==> src/hw/agc_defs.svh <==
// register offsets, field positions, load values and the gain fraction for the angle gain clamp stage
// assumes an axi4-lite slave with 32-bit data; offsets are word indices, byte address is four times
//
// Overview of operation
// short-stroke on: above high limit outputs high
// short-stroke on: below low limit outputs low
// limit clamp is the last step
// software disables clamp with 65535 and 0
// limits in 65536 counts per turn
// subtract zero reference before gain
// zero reference subtraction ignores short-stroke bit
// gain multiplies by one plus field
// gain field is 8.8 unsigned fixed point
// software keeps gain at most sixteen
// high limit, zero reference: low nibble zero-filled
// low limit loads 15:4, clears 3:0
// gain loads 11:0, clears 15:12
// all sixteen bits writable after load
// harmonic setting above 10 loads high 0xfff0
// clear low above 10, offset/gain above 11
// out-of-range temperature captured and flagged
// temperature count is eighths of a kelvin
// short-stroke bit gates limits and gain
// inversion outputs high limit minus angle
// wrap offset, truncate gain product to 16
`ifndef AGC_DEFS_SVH
`define AGC_DEFS_SVH

`define AGC_IDX_LIMIT    4'h2
`define AGC_IDX_GAIN     4'h3
`define AGC_IDX_CAPTURE  4'h4
`define AGC_IDX_CTRL     4'h6
`define AGC_IDX_STATUS   4'h7

`define AGC_CTRL_SS_BIT  24
`define AGC_CTRL_IV_BIT  22
`define AGC_STAT_TF_BIT  0

`define AGC_HAR_LIMIT_HI 4'ha
`define AGC_HAR_OFFSET   4'hb
`define AGC_HI_FORCED    16'hfff0
`define AGC_GAIN_FRAC    8

`endif

==> src/hw/agc_pkg.sv <==
// types shared by the angle gain clamp stage
// assumes agc_defs.svh is available on the include path
package agc_pkg;

  // nonvolatile image delivered at initialisation
  typedef struct packed {
    logic [11:0] high_limit;
    logic [11:0] low_limit;
    logic [11:0] zero_ref;
    logic [11:0] gain;
    logic [3:0]  harmonic_limit_setting;
    logic        short_stroke;
    logic        angle_inversion_select;
  } agc_nvm_s;

  // processed angle result
  typedef struct packed {
    logic [15:0] angle;
    logic        valid;
  } agc_angle_s;

endpackage

==> src/hw/agc_stage.sv <==
// angle post-processing: zero-reference shift, gain, inversion, clamp, temperature capture
// assumes the angle input is already rotated and synchronous to sys_clk_i; nvm load pulse is synchronous
`timescale 1ns/1ps
`include "agc_defs.svh"

module agc_stage #(
  parameter int ANGLE_W = 16
) (
  // clock and reset
  input  wire logic                  sys_clk_i,
  input  wire logic                  rst_i,
  // nonvolatile image load
  input  wire logic                  nvm_load_i,
  input  wire agc_pkg::agc_nvm_s     nvm_image_i,
  // angle path
  input  wire logic                  angle_valid_i,
  input  wire logic [15:0]           angle_i,
  output      agc_pkg::agc_angle_s   angle_o,
  // temperature monitor
  input  wire logic                  temp_valid_i,
  input  wire logic                  temp_out_of_range_i,
  input  wire logic [15:0]           temp_value_i,
  output      logic                  temperature_fault_flag_o,
  // axi4-lite slave
  input  wire logic [31:0]           s_axi_awaddr,
  input  wire logic                  s_axi_awvalid,
  output      logic                  s_axi_awready,
  input  wire logic [31:0]           s_axi_wdata,
  input  wire logic [3:0]            s_axi_wstrb,
  input  wire logic                  s_axi_wvalid,
  output      logic                  s_axi_wready,
  output      logic [1:0]            s_axi_bresp,
  output      logic                  s_axi_bvalid,
  input  wire logic                  s_axi_bready,
  input  wire logic [31:0]           s_axi_araddr,
  input  wire logic                  s_axi_arvalid,
  output      logic                  s_axi_arready,
  output      logic [31:0]           s_axi_rdata,
  output      logic [1:0]            s_axi_rresp,
  output      logic                  s_axi_rvalid,
  input  wire logic                  s_axi_rready
);
  import agc_pkg::*;

  // elaboration check: the datapath and the register fields are built for a 16-bit angle only
  if (ANGLE_W != 16)
  begin : g_width_check
    $error("agc_stage serves only a 16-bit angle");
  end

  // configuration and capture registers
  logic [15:0] high_output_limit_q;
  logic [15:0] low_output_limit_q;
  logic [15:0] zero_reference_shift_q;
  logic [15:0] gain_q;
  logic [15:0] captured_overtemp_value_q;
  logic [15:0] captured_overrange_angle_q;
  logic        short_stroke_q;
  logic        angle_inversion_select_q;
  logic        temp_fault_q;

  // axi write side
  logic        aw_held_q;
  logic        w_held_q;
  logic [3:0]  aw_idx_q;
  logic [31:0] wdata_q;
  logic [3:0]  wstrb_q;
  logic        wr_fire;
  logic [31:0] wr_mask;

  assign wr_fire = aw_held_q && w_held_q && !s_axi_bvalid;

  // byte enables expanded into a bit mask
  generate
    for (genvar b = 0; b < 4; b++)
    begin : g_mask
      assign wr_mask[b*8 +: 8] = {8{wstrb_q[b]}};
    end
  endgenerate

  // address and data taken in either order, held until the write commits
  always_ff @(posedge sys_clk_i or posedge rst_i)
  begin
    if (rst_i)
    begin
      aw_held_q     <= 1'b0;
      w_held_q      <= 1'b0;
      aw_idx_q      <= 4'h0;
      wdata_q       <= 32'h0;
      wstrb_q       <= 4'h0;
      s_axi_awready <= 1'b0;
      s_axi_wready  <= 1'b0;
    end
    else
    begin
      s_axi_awready <= !aw_held_q && !s_axi_awready && s_axi_awvalid;
      s_axi_wready  <= !w_held_q && !s_axi_wready && s_axi_wvalid;
      if (s_axi_awvalid && s_axi_awready)
      begin
        aw_held_q <= 1'b1;
        aw_idx_q  <= s_axi_awaddr[5:2];
      end
      else if (wr_fire)
        aw_held_q <= 1'b0;
      if (s_axi_wvalid && s_axi_wready)
      begin
        w_held_q <= 1'b1;
        wdata_q  <= s_axi_wdata;
        wstrb_q  <= s_axi_wstrb;
      end
      else if (wr_fire)
        w_held_q <= 1'b0;
    end
  end

  // write response; unmapped addresses answer slverr
  always_ff @(posedge sys_clk_i or posedge rst_i)
  begin
    if (rst_i)
    begin
      s_axi_bvalid <= 1'b0;
      s_axi_bresp  <= 2'b00;
    end
    else if (wr_fire)
    begin
      s_axi_bvalid <= 1'b1;
      s_axi_bresp  <= (aw_idx_q inside {`AGC_IDX_LIMIT, `AGC_IDX_GAIN, `AGC_IDX_CAPTURE,
                                        `AGC_IDX_CTRL, `AGC_IDX_STATUS}) ? 2'b00 : 2'b10;
    end
    else if (s_axi_bready)
      s_axi_bvalid <= 1'b0;
  end

  // merge helper for byte-lane writes
  function automatic logic [31:0] merge(input logic [31:0] old_v, input logic [31:0] new_v,
                                        input logic [31:0] m);
    merge = (old_v & ~m) | (new_v & m);
  endfunction

  logic [31:0] lim_w;
  logic [31:0] gain_w;
  logic [31:0] cap_w;
  logic [31:0] ctrl_w;
  assign lim_w  = merge({high_output_limit_q, low_output_limit_q}, wdata_q, wr_mask);
  assign gain_w = merge({zero_reference_shift_q, gain_q}, wdata_q, wr_mask);
  assign cap_w  = merge({captured_overtemp_value_q, captured_overrange_angle_q}, wdata_q, wr_mask);
  assign ctrl_w = merge({7'h0, short_stroke_q, 1'b0, angle_inversion_select_q, 22'h0}, wdata_q, wr_mask);

  // limit, offset and gain fields: nvm load with padding, else full 16-bit software writes
  always_ff @(posedge sys_clk_i or posedge rst_i)
  begin
    if (rst_i)
    begin
      high_output_limit_q      <= 16'hffff;
      low_output_limit_q       <= 16'h0000;
      zero_reference_shift_q   <= 16'h0000;
      gain_q                   <= 16'h0000;
      short_stroke_q           <= 1'b0;
      angle_inversion_select_q <= 1'b0;
    end
    else if (nvm_load_i)
    begin

      high_output_limit_q <= (nvm_image_i.harmonic_limit_setting > `AGC_HAR_LIMIT_HI) ? `AGC_HI_FORCED
                             : {nvm_image_i.high_limit, 4'h0};

      low_output_limit_q  <= (nvm_image_i.harmonic_limit_setting > `AGC_HAR_LIMIT_HI) ? 16'h0000
                             : {nvm_image_i.low_limit, 4'h0};

      zero_reference_shift_q <= (nvm_image_i.harmonic_limit_setting > `AGC_HAR_OFFSET) ? 16'h0000
                                : {nvm_image_i.zero_ref, 4'h0};

      gain_q <= (nvm_image_i.harmonic_limit_setting > `AGC_HAR_OFFSET) ? 16'h0000
                : {4'h0, nvm_image_i.gain};
      short_stroke_q           <= nvm_image_i.short_stroke;
      angle_inversion_select_q <= nvm_image_i.angle_inversion_select;
    end
    else if (wr_fire)
    begin
      unique case (aw_idx_q)
        `AGC_IDX_LIMIT:
        begin
          high_output_limit_q <= lim_w[31:16];
          low_output_limit_q  <= lim_w[15:0];
        end
        `AGC_IDX_GAIN:
        begin
          zero_reference_shift_q <= gain_w[31:16];
          gain_q                 <= gain_w[15:0];
        end
        `AGC_IDX_CTRL:
        begin
          short_stroke_q           <= ctrl_w[`AGC_CTRL_SS_BIT];
          angle_inversion_select_q <= ctrl_w[`AGC_CTRL_IV_BIT];
        end
        default:
        begin
        end
      endcase
    end
  end

  // processing, stage 1: offset shift (always), then gain in 8.8 fixed point
  logic [15:0] shifted;
  logic [16:0] gain_eff;
  logic [32:0] product;
  logic [15:0] scaled;
  assign shifted  = angle_i - zero_reference_shift_q;
  assign gain_eff = {1'b0, gain_q} + 17'h00100;
  assign product  = {1'b0, shifted} * {16'h0, gain_eff};
  // truncation keeps the low 16 integer bits, so products of one turn or more wrap the turn
  assign scaled   = short_stroke_q ? product[`AGC_GAIN_FRAC +: 16] : shifted;

  // stage 2: inversion, then clamp as the very last step
  logic [15:0] inverted;
  logic [15:0] clamped;
  assign inverted = angle_inversion_select_q ? (high_output_limit_q - scaled) : scaled;
  always_comb
  begin
    clamped = inverted;
    if (short_stroke_q)
    begin
      if (inverted > high_output_limit_q)
        clamped = high_output_limit_q;
      else if (inverted < low_output_limit_q)
        clamped = low_output_limit_q;
    end
  end

  // registered output, one cycle after the input sample
  always_ff @(posedge sys_clk_i or posedge rst_i)
  begin
    if (rst_i)
      angle_o <= '0;
    else
    begin
      angle_o.valid <= angle_valid_i;
      if (angle_valid_i)
        angle_o.angle <= clamped;
    end
  end

  // temperature capture, raw count in eighths of a kelvin; event wins over a clear
  logic temp_event;
  assign temp_event = temp_valid_i && temp_out_of_range_i;
  always_ff @(posedge sys_clk_i or posedge rst_i)
  begin
    if (rst_i)
    begin
      captured_overtemp_value_q  <= 16'h0000;
      captured_overrange_angle_q <= 16'h0000;
      temp_fault_q               <= 1'b0;
    end
    else
    begin
      if (wr_fire && aw_idx_q == `AGC_IDX_CAPTURE)
      begin
        captured_overtemp_value_q  <= cap_w[31:16];
        captured_overrange_angle_q <= cap_w[15:0];
      end
      if (temp_event)
        captured_overtemp_value_q <= temp_value_i;
      if (temp_event)
        temp_fault_q <= 1'b1;
      else if (wr_fire && aw_idx_q == `AGC_IDX_STATUS && wstrb_q[0] && wdata_q[`AGC_STAT_TF_BIT])
        temp_fault_q <= 1'b0;
    end
  end
  assign temperature_fault_flag_o = temp_fault_q;

  // read channel; unmapped addresses answer slverr with zero data
  always_ff @(posedge sys_clk_i or posedge rst_i)
  begin
    if (rst_i)
    begin
      s_axi_arready <= 1'b0;
      s_axi_rvalid  <= 1'b0;
      s_axi_rdata   <= 32'h0;
      s_axi_rresp   <= 2'b00;
    end
    else
    begin
      s_axi_arready <= !s_axi_arready && !s_axi_rvalid && s_axi_arvalid;
      if (s_axi_arvalid && s_axi_arready)
      begin
        s_axi_rvalid <= 1'b1;
        s_axi_rresp  <= 2'b00;
        unique case (s_axi_araddr[5:2])
          `AGC_IDX_LIMIT:   s_axi_rdata <= {high_output_limit_q, low_output_limit_q};
          `AGC_IDX_GAIN:    s_axi_rdata <= {zero_reference_shift_q, gain_q};
          `AGC_IDX_CAPTURE: s_axi_rdata <= {captured_overtemp_value_q, captured_overrange_angle_q};
          `AGC_IDX_CTRL:    s_axi_rdata <= {7'h0, short_stroke_q, 1'b0, angle_inversion_select_q, 22'h0};
          `AGC_IDX_STATUS:  s_axi_rdata <= {31'h0, temp_fault_q};
          default:
          begin
            s_axi_rdata <= 32'h0;
            s_axi_rresp <= 2'b10;
          end
        endcase
      end
      else if (s_axi_rready)
        s_axi_rvalid <= 1'b0;
    end
  end

  // assertions
  a_clamp_high_hold: assert property (@(posedge sys_clk_i) disable iff (rst_i)
    angle_valid_i && short_stroke_q && inverted > high_output_limit_q |=> angle_o.angle == $past(high_output_limit_q))
    else $error("high limit not applied");
  a_clamp_low_hold: assert property (@(posedge sys_clk_i) disable iff (rst_i)
    angle_valid_i && short_stroke_q && inverted < low_output_limit_q && inverted <= high_output_limit_q
    |=> angle_o.angle == $past(low_output_limit_q))
    else $error("low limit not applied");
  a_bypass_no_gain: assert property (@(posedge sys_clk_i) disable iff (rst_i)
    angle_valid_i && !short_stroke_q && !angle_inversion_select_q
    |=> angle_o.angle == $past(angle_i) - $past(zero_reference_shift_q))
    else $error("bypass path altered angle");
  a_unity_gain: assert property (@(posedge sys_clk_i) disable iff (rst_i)
    short_stroke_q && gain_q == 16'h0 |-> scaled == shifted)
    else $error("zero gain field is not unity");
  a_load_high_forced: assert property (@(posedge sys_clk_i) disable iff (rst_i)
    nvm_load_i && nvm_image_i.harmonic_limit_setting > 4'ha |=> high_output_limit_q == 16'hfff0)
    else $error("high limit not forced");
  a_load_pad_low: assert property (@(posedge sys_clk_i) disable iff (rst_i)
    nvm_load_i |=> low_output_limit_q[3:0] == 4'h0)
    else $error("low limit padding wrong");
  a_load_gain_top: assert property (@(posedge sys_clk_i) disable iff (rst_i)
    nvm_load_i
    |=> gain_q == (($past(nvm_image_i.harmonic_limit_setting) > 4'hb) ? 16'h0000 : {4'h0, $past(nvm_image_i.gain)}))
    else $error("gain load wrong");
  a_load_offset_clr: assert property (@(posedge sys_clk_i) disable iff (rst_i)
    nvm_load_i && nvm_image_i.harmonic_limit_setting > 4'hb |=> zero_reference_shift_q == 16'h0 && gain_q == 16'h0)
    else $error("offset or gain not cleared");
  a_temp_capture: assert property (@(posedge sys_clk_i) disable iff (rst_i)
    temp_event |=> temperature_fault_flag_o && captured_overtemp_value_q == $past(temp_value_i))
    else $error("temperature not captured");
  a_invert_path: assert property (@(posedge sys_clk_i) disable iff (rst_i)
    angle_valid_i && angle_inversion_select_q && !short_stroke_q
    |=> angle_o.angle == $past(high_output_limit_q) - $past(shifted))
    else $error("inversion wrong");

endmodule

==> config.mk <==
export PLATFORM = sky130hd
export DESIGN_NAME = agc_stage
export DESIGN_NICKNAME = d
export VERILOG_FILES = /design/src/hw/agc_pkg.sv /design/src/hw/agc_stage.sv
export VERILOG_INCLUDE_DIRS = /design/src /design/src/hw
export SDC_FILE = /design/constraint.sdc
export NUM_CORES = 1
export LEC_CHECK = 0
export ABC_CLOCK_PERIOD_IN_PS = 29500
export BUFFER_PORTS_ARGS = -buffer_cell sky130_fd_sc_hd__buf_2
export CAP_MARGIN = 30
export CORE_ASPECT_RATIO = 1.5
export CORE_MARGIN = 2
export CORE_UTILIZATION = 30
export CTS_CLUSTER_DIAMETER = 50
export DETAILED_ROUTE_END_ITERATION = 12
export PLACE_DENSITY_LB_ADDON = 0.3
export SKIP_LAST_GASP = 1
export SLEW_MARGIN = 20
export SYNTH_ARGS = -nofsm -noshare
export SYNTH_HDL_FRONTEND = slang
export SYNTH_SLANG_ARGS = --single-unit
export TNS_END_PERCENT = 50
==> constraint.sdc <==
create_clock -name sys_clk_i -period 29.5 [get_ports sys_clk_i]
set_input_delay 5.9 -clock sys_clk_i [delete_from_list [all_inputs] [get_ports sys_clk_i]]
set_output_delay 5.9 -clock sys_clk_i [all_outputs]
set_load 0.05 [all_outputs]
==> flow_summary.toml, run 1 <==
[finish]
final_nets = 2667
syn2layout_area_growth_pct = 14.5
n_antenna_cell = 0
drive_gt1_frac = 0.169
stdcell_count = 2972
fillCellCount = 6321
final_area_um2 = 21000

[synth]
ys_ff_latch = 197
synth-async-reset-ratio = 1.00
ys_types = 74
syn_avg_cell_area_um2 = 9.16
synth_area_leaders = "dfrtp_1, fa_1, ha_1"
syn_area_um2 = 18300
synth_edf_count = 0
synth_ff_type = "dfrtp_1"
synth_commonest_cells = "inv_1, nand2_1, dfrtp_1"
yosysWarningCount = 0
postSynthCellCount = 2003
yosys.area.top_type = "dfrtp_1"
synth_top_area_share = 0.247
ys_seq_area_frac = 0.270
synth.most_common_cell = "inv_1"

[sta]
whs_ps = 458
fin_crit_sh = 0.633
fin_setup_tns_ps = 0
final_hold_viol_count = 0
worst_slew_pin_slew_ps = 951
setup_viol = 0
skew_ps = 11.7
slew-limit-headroom = 0.349
period_needed_ps = 18670
fmax_ghz = 0.0536
slew_viol_final = 0
rsz0062_at_grt = "false"

[placement]
gp_congestion = 0.960
hpwl_um = 50800
port_buffers = 197
dp.cells = 2935
placed_area_um2 = 20300

[global_routing]
grt_util_all_layers = 0.206
antenna_found_initial = 1
grt_max_degree = 73
grt-ovfl-total = 0
grt_first_pass_wirelength_um = 97100
grt_pass1_vias = 16300

[status]
outcome = "finished, final reports clean"

[clock_network]
numCtsBuffers = 17
cts_buffer_depth = 2
htreeDepth = 4
cts_tree = "yes"
post_cts_buffers = 0
cts_resized = 0
clock_sinks = 197
root_buffer = "clkbuf_16"
clk_latency_ps = 460
cts_hold_buf = 0
path_clk_slew_ps = 70

[worst_setup_path]
reg2reg_to = "angle_o[10]"
cp-start-kind = "input pin"
reg2regPathDepth = 44
slowest_delay_ps = 740
slowest_stage = "a221oi_1"
path_class = "input pin to register"
path_common_cell = "fa_1"
worstPathArrival_ps = 18980
cp.required_ps = 29810
critical_path.endpoint = "angle_o[10]"
crit_fanout = 20
reg2reg_setup_slack_ps = 16010
crit_start = "angle_i[0]"
worst_setup_path_end_kind = "register"
timing.rr.start = "zero_reference_shift_q[0]"

[routing]
drtIter0Drc = 873
wl_per_cell_um = 21.3
first_pass_iters = 7
postRouteAntennaNets = 0
vias_per_cell = 5.20
num_vias = 15500
drc = 0
routed_wl_um = 63400

[run]
drv_cap = 0

[floorplanning]
die_area_um2 = 63200
rows = 111
die_w_um = 206
core-area_um2 = 60800
start_util = 0.301
die_height_um = 307
io_pins = 256

[min_path]
min_path_type = "register to register"
[placed cells by master, fill, tap and decap left out, types with 36 or more instances in the layout]
cell type / instances
nand3_1: 40
nor2_1: 78
fa_1: 175
a21oi_1: 108
o21ai_0: 121
nand2_1: 251
buf_2: 197
and2_1: 91
dfrtp_1: 181
mux2_2: 59
buf_4: 36
ha_1: 127
inv_1: 276
[layout make-up]
type / count / area, um2 / share of cell area
well taps: 791 / 990 / 0.0472
inverters: 280 / 1060 / 0.0504
flip-flops and latches: 197 / 4950 / 0.236
multi-input cells: 1434 / 12100 / 0.575
clock buffers: 19 / 443 / 0.0211
clock inverters: 13 / 144 / 0.00686
repair buffers: 238 / 1340 / 0.0637
[kinds of logic (layout without fill, tap and decap cells)]
logic type | count (synthesis) | count (layout) | share of synthesized area
AO/OA/AOI/OAI | 406 | 406 | 0.144
other | 1 | 2 | 0.000204
adder cells (fa/ha/maj) | 302 | 302 | 0.278
multiplexers | 88 | 88 | 0.0521
flip-flops | 197 | 197 | 0.270
buffers and inverters | 373 | 550 | 0.0768
XOR/XNOR | 56 | 56 | 0.0291
AND/OR/NAND/NOR | 580 | 580 | 0.151
[per-stage QoR]
step / utilization / worst slack, ps
6_report: 0.345 / 10830
5_1_grt: 0.345 / 10120
4_1_cts: 0.344 / 10490
3_5_place_dp: 0.334 / 10060
3_3_place_gp: 0.334 / 10160
2_1_floorplan: - / 12700
[metal layers]
metal | global-route usage | share of wire | vias up
li1 | - | - | 7046
met1 | 0.225 | 0.36 | 7704
met2 | 0.376 | 0.52 | 551
met3 | 0.0200 | 0.044 | 165
met4 | 0.131 | 0.073 | 0
met5 | 0 | 0 | -
[worst min-delay path by stage]
stage	startpoint	end	slack, ps	cells after the start
after global routing	s_axi_arready	s_axi_arready	480	1
final	s_axi_rvalid	s_axi_arready	460	1
after detailed placement	s_axi_arready	s_axi_arready	450	1
after CTS	s_axi_arready	s_axi_arready	460	1
after floorplan	aw_held_q	s_axi_awready	420	1
after global placement	s_axi_rvalid	s_axi_arready	440	1
[critical path: cells and delay by family]
kind,cells,cell delay [ps]
fa+ha+maj,11,4550
compound gates,14,4280
simple gates,13,2910
buf+inv,6,680
mux,1,360
xor+xnor,1,300
Power of run 1 is left out: the tool's default activity adds up to more than one toggle a clock period on the data nets, which glitch-free logic cannot reach.
==> run 2: changes to the inputs <==
--- a/config.mk
+++ b/config.mk
@@ -6,7 +6,7 @@
 export SDC_FILE = /design/constraint.sdc
 export NUM_CORES = 1
 export LEC_CHECK = 0
-export ABC_CLOCK_PERIOD_IN_PS = 29500
+export ABC_CLOCK_PERIOD_IN_PS = 15430
 export BUFFER_PORTS_ARGS = -buffer_cell sky130_fd_sc_hd__buf_2
 export CAP_MARGIN = 30
 export CORE_ASPECT_RATIO = 1.5
==> constraint.sdc (replaced) <==
create_clock -name sys_clk_i -period 15.43 [get_ports sys_clk_i]
set_input_delay 3.086 -clock sys_clk_i [delete_from_list [all_inputs] [get_ports sys_clk_i]]
set_output_delay 3.086 -clock sys_clk_i [all_outputs]
set_load 0.05 [all_outputs]
==> flow_summary.toml, run 2 (same netlist as run 1, synthesis figures left out) <==
[floorplanning]
start_util = 0.301
rows = 111
die_area_um2 = 63200
die_height_um = 307
io_pins = 256
core-area_um2 = 60800
die_w_um = 206

[clock_network]
clock_sinks = 197
numCtsBuffers = 17
htreeDepth = 4
clk_latency_ps = 460
root_buffer = "clkbuf_16"
post_cts_buffers = 0
cts_hold_buf = 0
cts_resized = 0
cts_buffer_depth = 2
cts_tree = "yes"
path_clk_slew_ps = 80

[sta]
slew_viol_final = 0
final_hold_viol_count = 0
whs_ps = 462
slew-limit-headroom = 0.360
skew_ps = 13.3
fin_setup_tns_ps = 0
worst_slew_pin_slew_ps = 957
period_needed_ps = 14580
fmax_ghz = 0.0686
fin_crit_sh = 0.945
setup_viol = 0
rsz0062_at_grt = "false"

[global_routing]
grt_pass1_vias = 16900
grt_util_all_layers = 0.208
grt_first_pass_wirelength_um = 98200
grt-ovfl-total = 0
grt_max_degree = 136
antenna_found_initial = 1

[worst_setup_path]
slowest_stage = "fa_1"
path_class = "input pin to register"
slowest_delay_ps = 550
worst_setup_path_end_kind = "register"
path_common_cell = "fa_1"
worstPathArrival_ps = 14900
cp-start-kind = "input pin"
cp_num_buf_inv = 10
crit_family = "adder cells"
crit_start = "angle_i[0]"
cp.required_ps = 15740
crit_fanout = 8
timing.rr.start = "zero_reference_shift_q[1]"

[finish]
stdcell_count = 3010
utilization = 0.349
drive_gt1_frac = 0.183
final_nets = 2705
syn2layout_area_growth_pct = 15.9
fillCellCount = 6306
final_common_cell = "inv_1"
n_antenna_cell = 0
mostFrequentLayoutCells = "inv_1, nand2_1, buf_2, dfrtp_1, fa_1"

[status]
outcome = "finished, final reports clean"

[routing]
drtIter0Drc = 915
first_pass_iters = 7
drc = 0
wl_per_cell_um = 21.2
num_vias = 15800
postRouteAntennaNets = 0
vias_per_cell = 5.26
routed_wl_um = 63800

[placement]
hpwl_um = 51200
dp.cells = 2974
port_buffers = 197
gp_congestion = 0.946

[run]
drv_cap = 0

[min_path]
min_path_type = "register to register"
worstHoldStart = "s_axi_rvalid"
-- run 2: changes by cell type in the layout (fill, tap and decap cells not counted), sizes merged --
cell | previous run | this run
clkbuf | 20 | 21
clkinv | 8 | 9
bufinv | 1 | 0
buf | 237 | 275
clkinvlp | 3 | 2
-- run 2: routing by layer --
| layer | vias to the layer above | track usage | routed length, um |
|---|---|---|---|
| met5 | - | 0 | 0 |
| met4 | 0 | 0.154 | 5220 |
| met3 | 191 | 0.0189 | 2620 |
| met2 | 586 | 0.377 | 33100 |
| met1 | 7934 | 0.223 | 22800 |
| li1 | 7118 | - | - |
-- run 2: metrics by stage --
stage               setup WS [ps]  cell area, um2
floorplan                    1450           18300
finish                        845           21300
global placement              136           20600
global route                 96.4           21300
CTS                           466           21200
detailed placement           7.16           20600
-- run 2: worst reg2reg max path: cells and delay by family (launching register included) --
kind                       cells  cell delay (ps)
AOI/OAI and AO/OA             15             3650
adders and majority gates     10             4210
buffers and inverters          8             1070
DFF                            1              410
muxes                          1              250
and+or+nand+nor               14             2600
-- run 2: final timing paths --
| kind | to | slack (ps) | cells after the start |
|---|---|---|---|
| hold reg to reg | s_axi_arready | 460 | 1 |
| max in group asynchronous | s_axi_rdata[27] | 11180 | 4 |
| setup / recovery | angle_o[8] | 850 | 49 |
| min in group asynchronous | angle_o[11] | 2570 | 2 |
| setup reg to reg | angle_o[8] | 3110 | 48 |
| hold / removal | s_axi_arready | 460 | 1 |
-- run 2: layout make-up --
class                   instances  area (um2)  area share
inverters                     280        1060      0.0498
flip-flops and latches        197        4950       0.233
well taps                     791         990      0.0466
clock buffers                  20         467      0.0220
multi-input cells            1434       12100       0.567
repair buffers                276        1620      0.0761
clock inverters                12         115     0.00542
Power of run 2 is left out for the same reason.
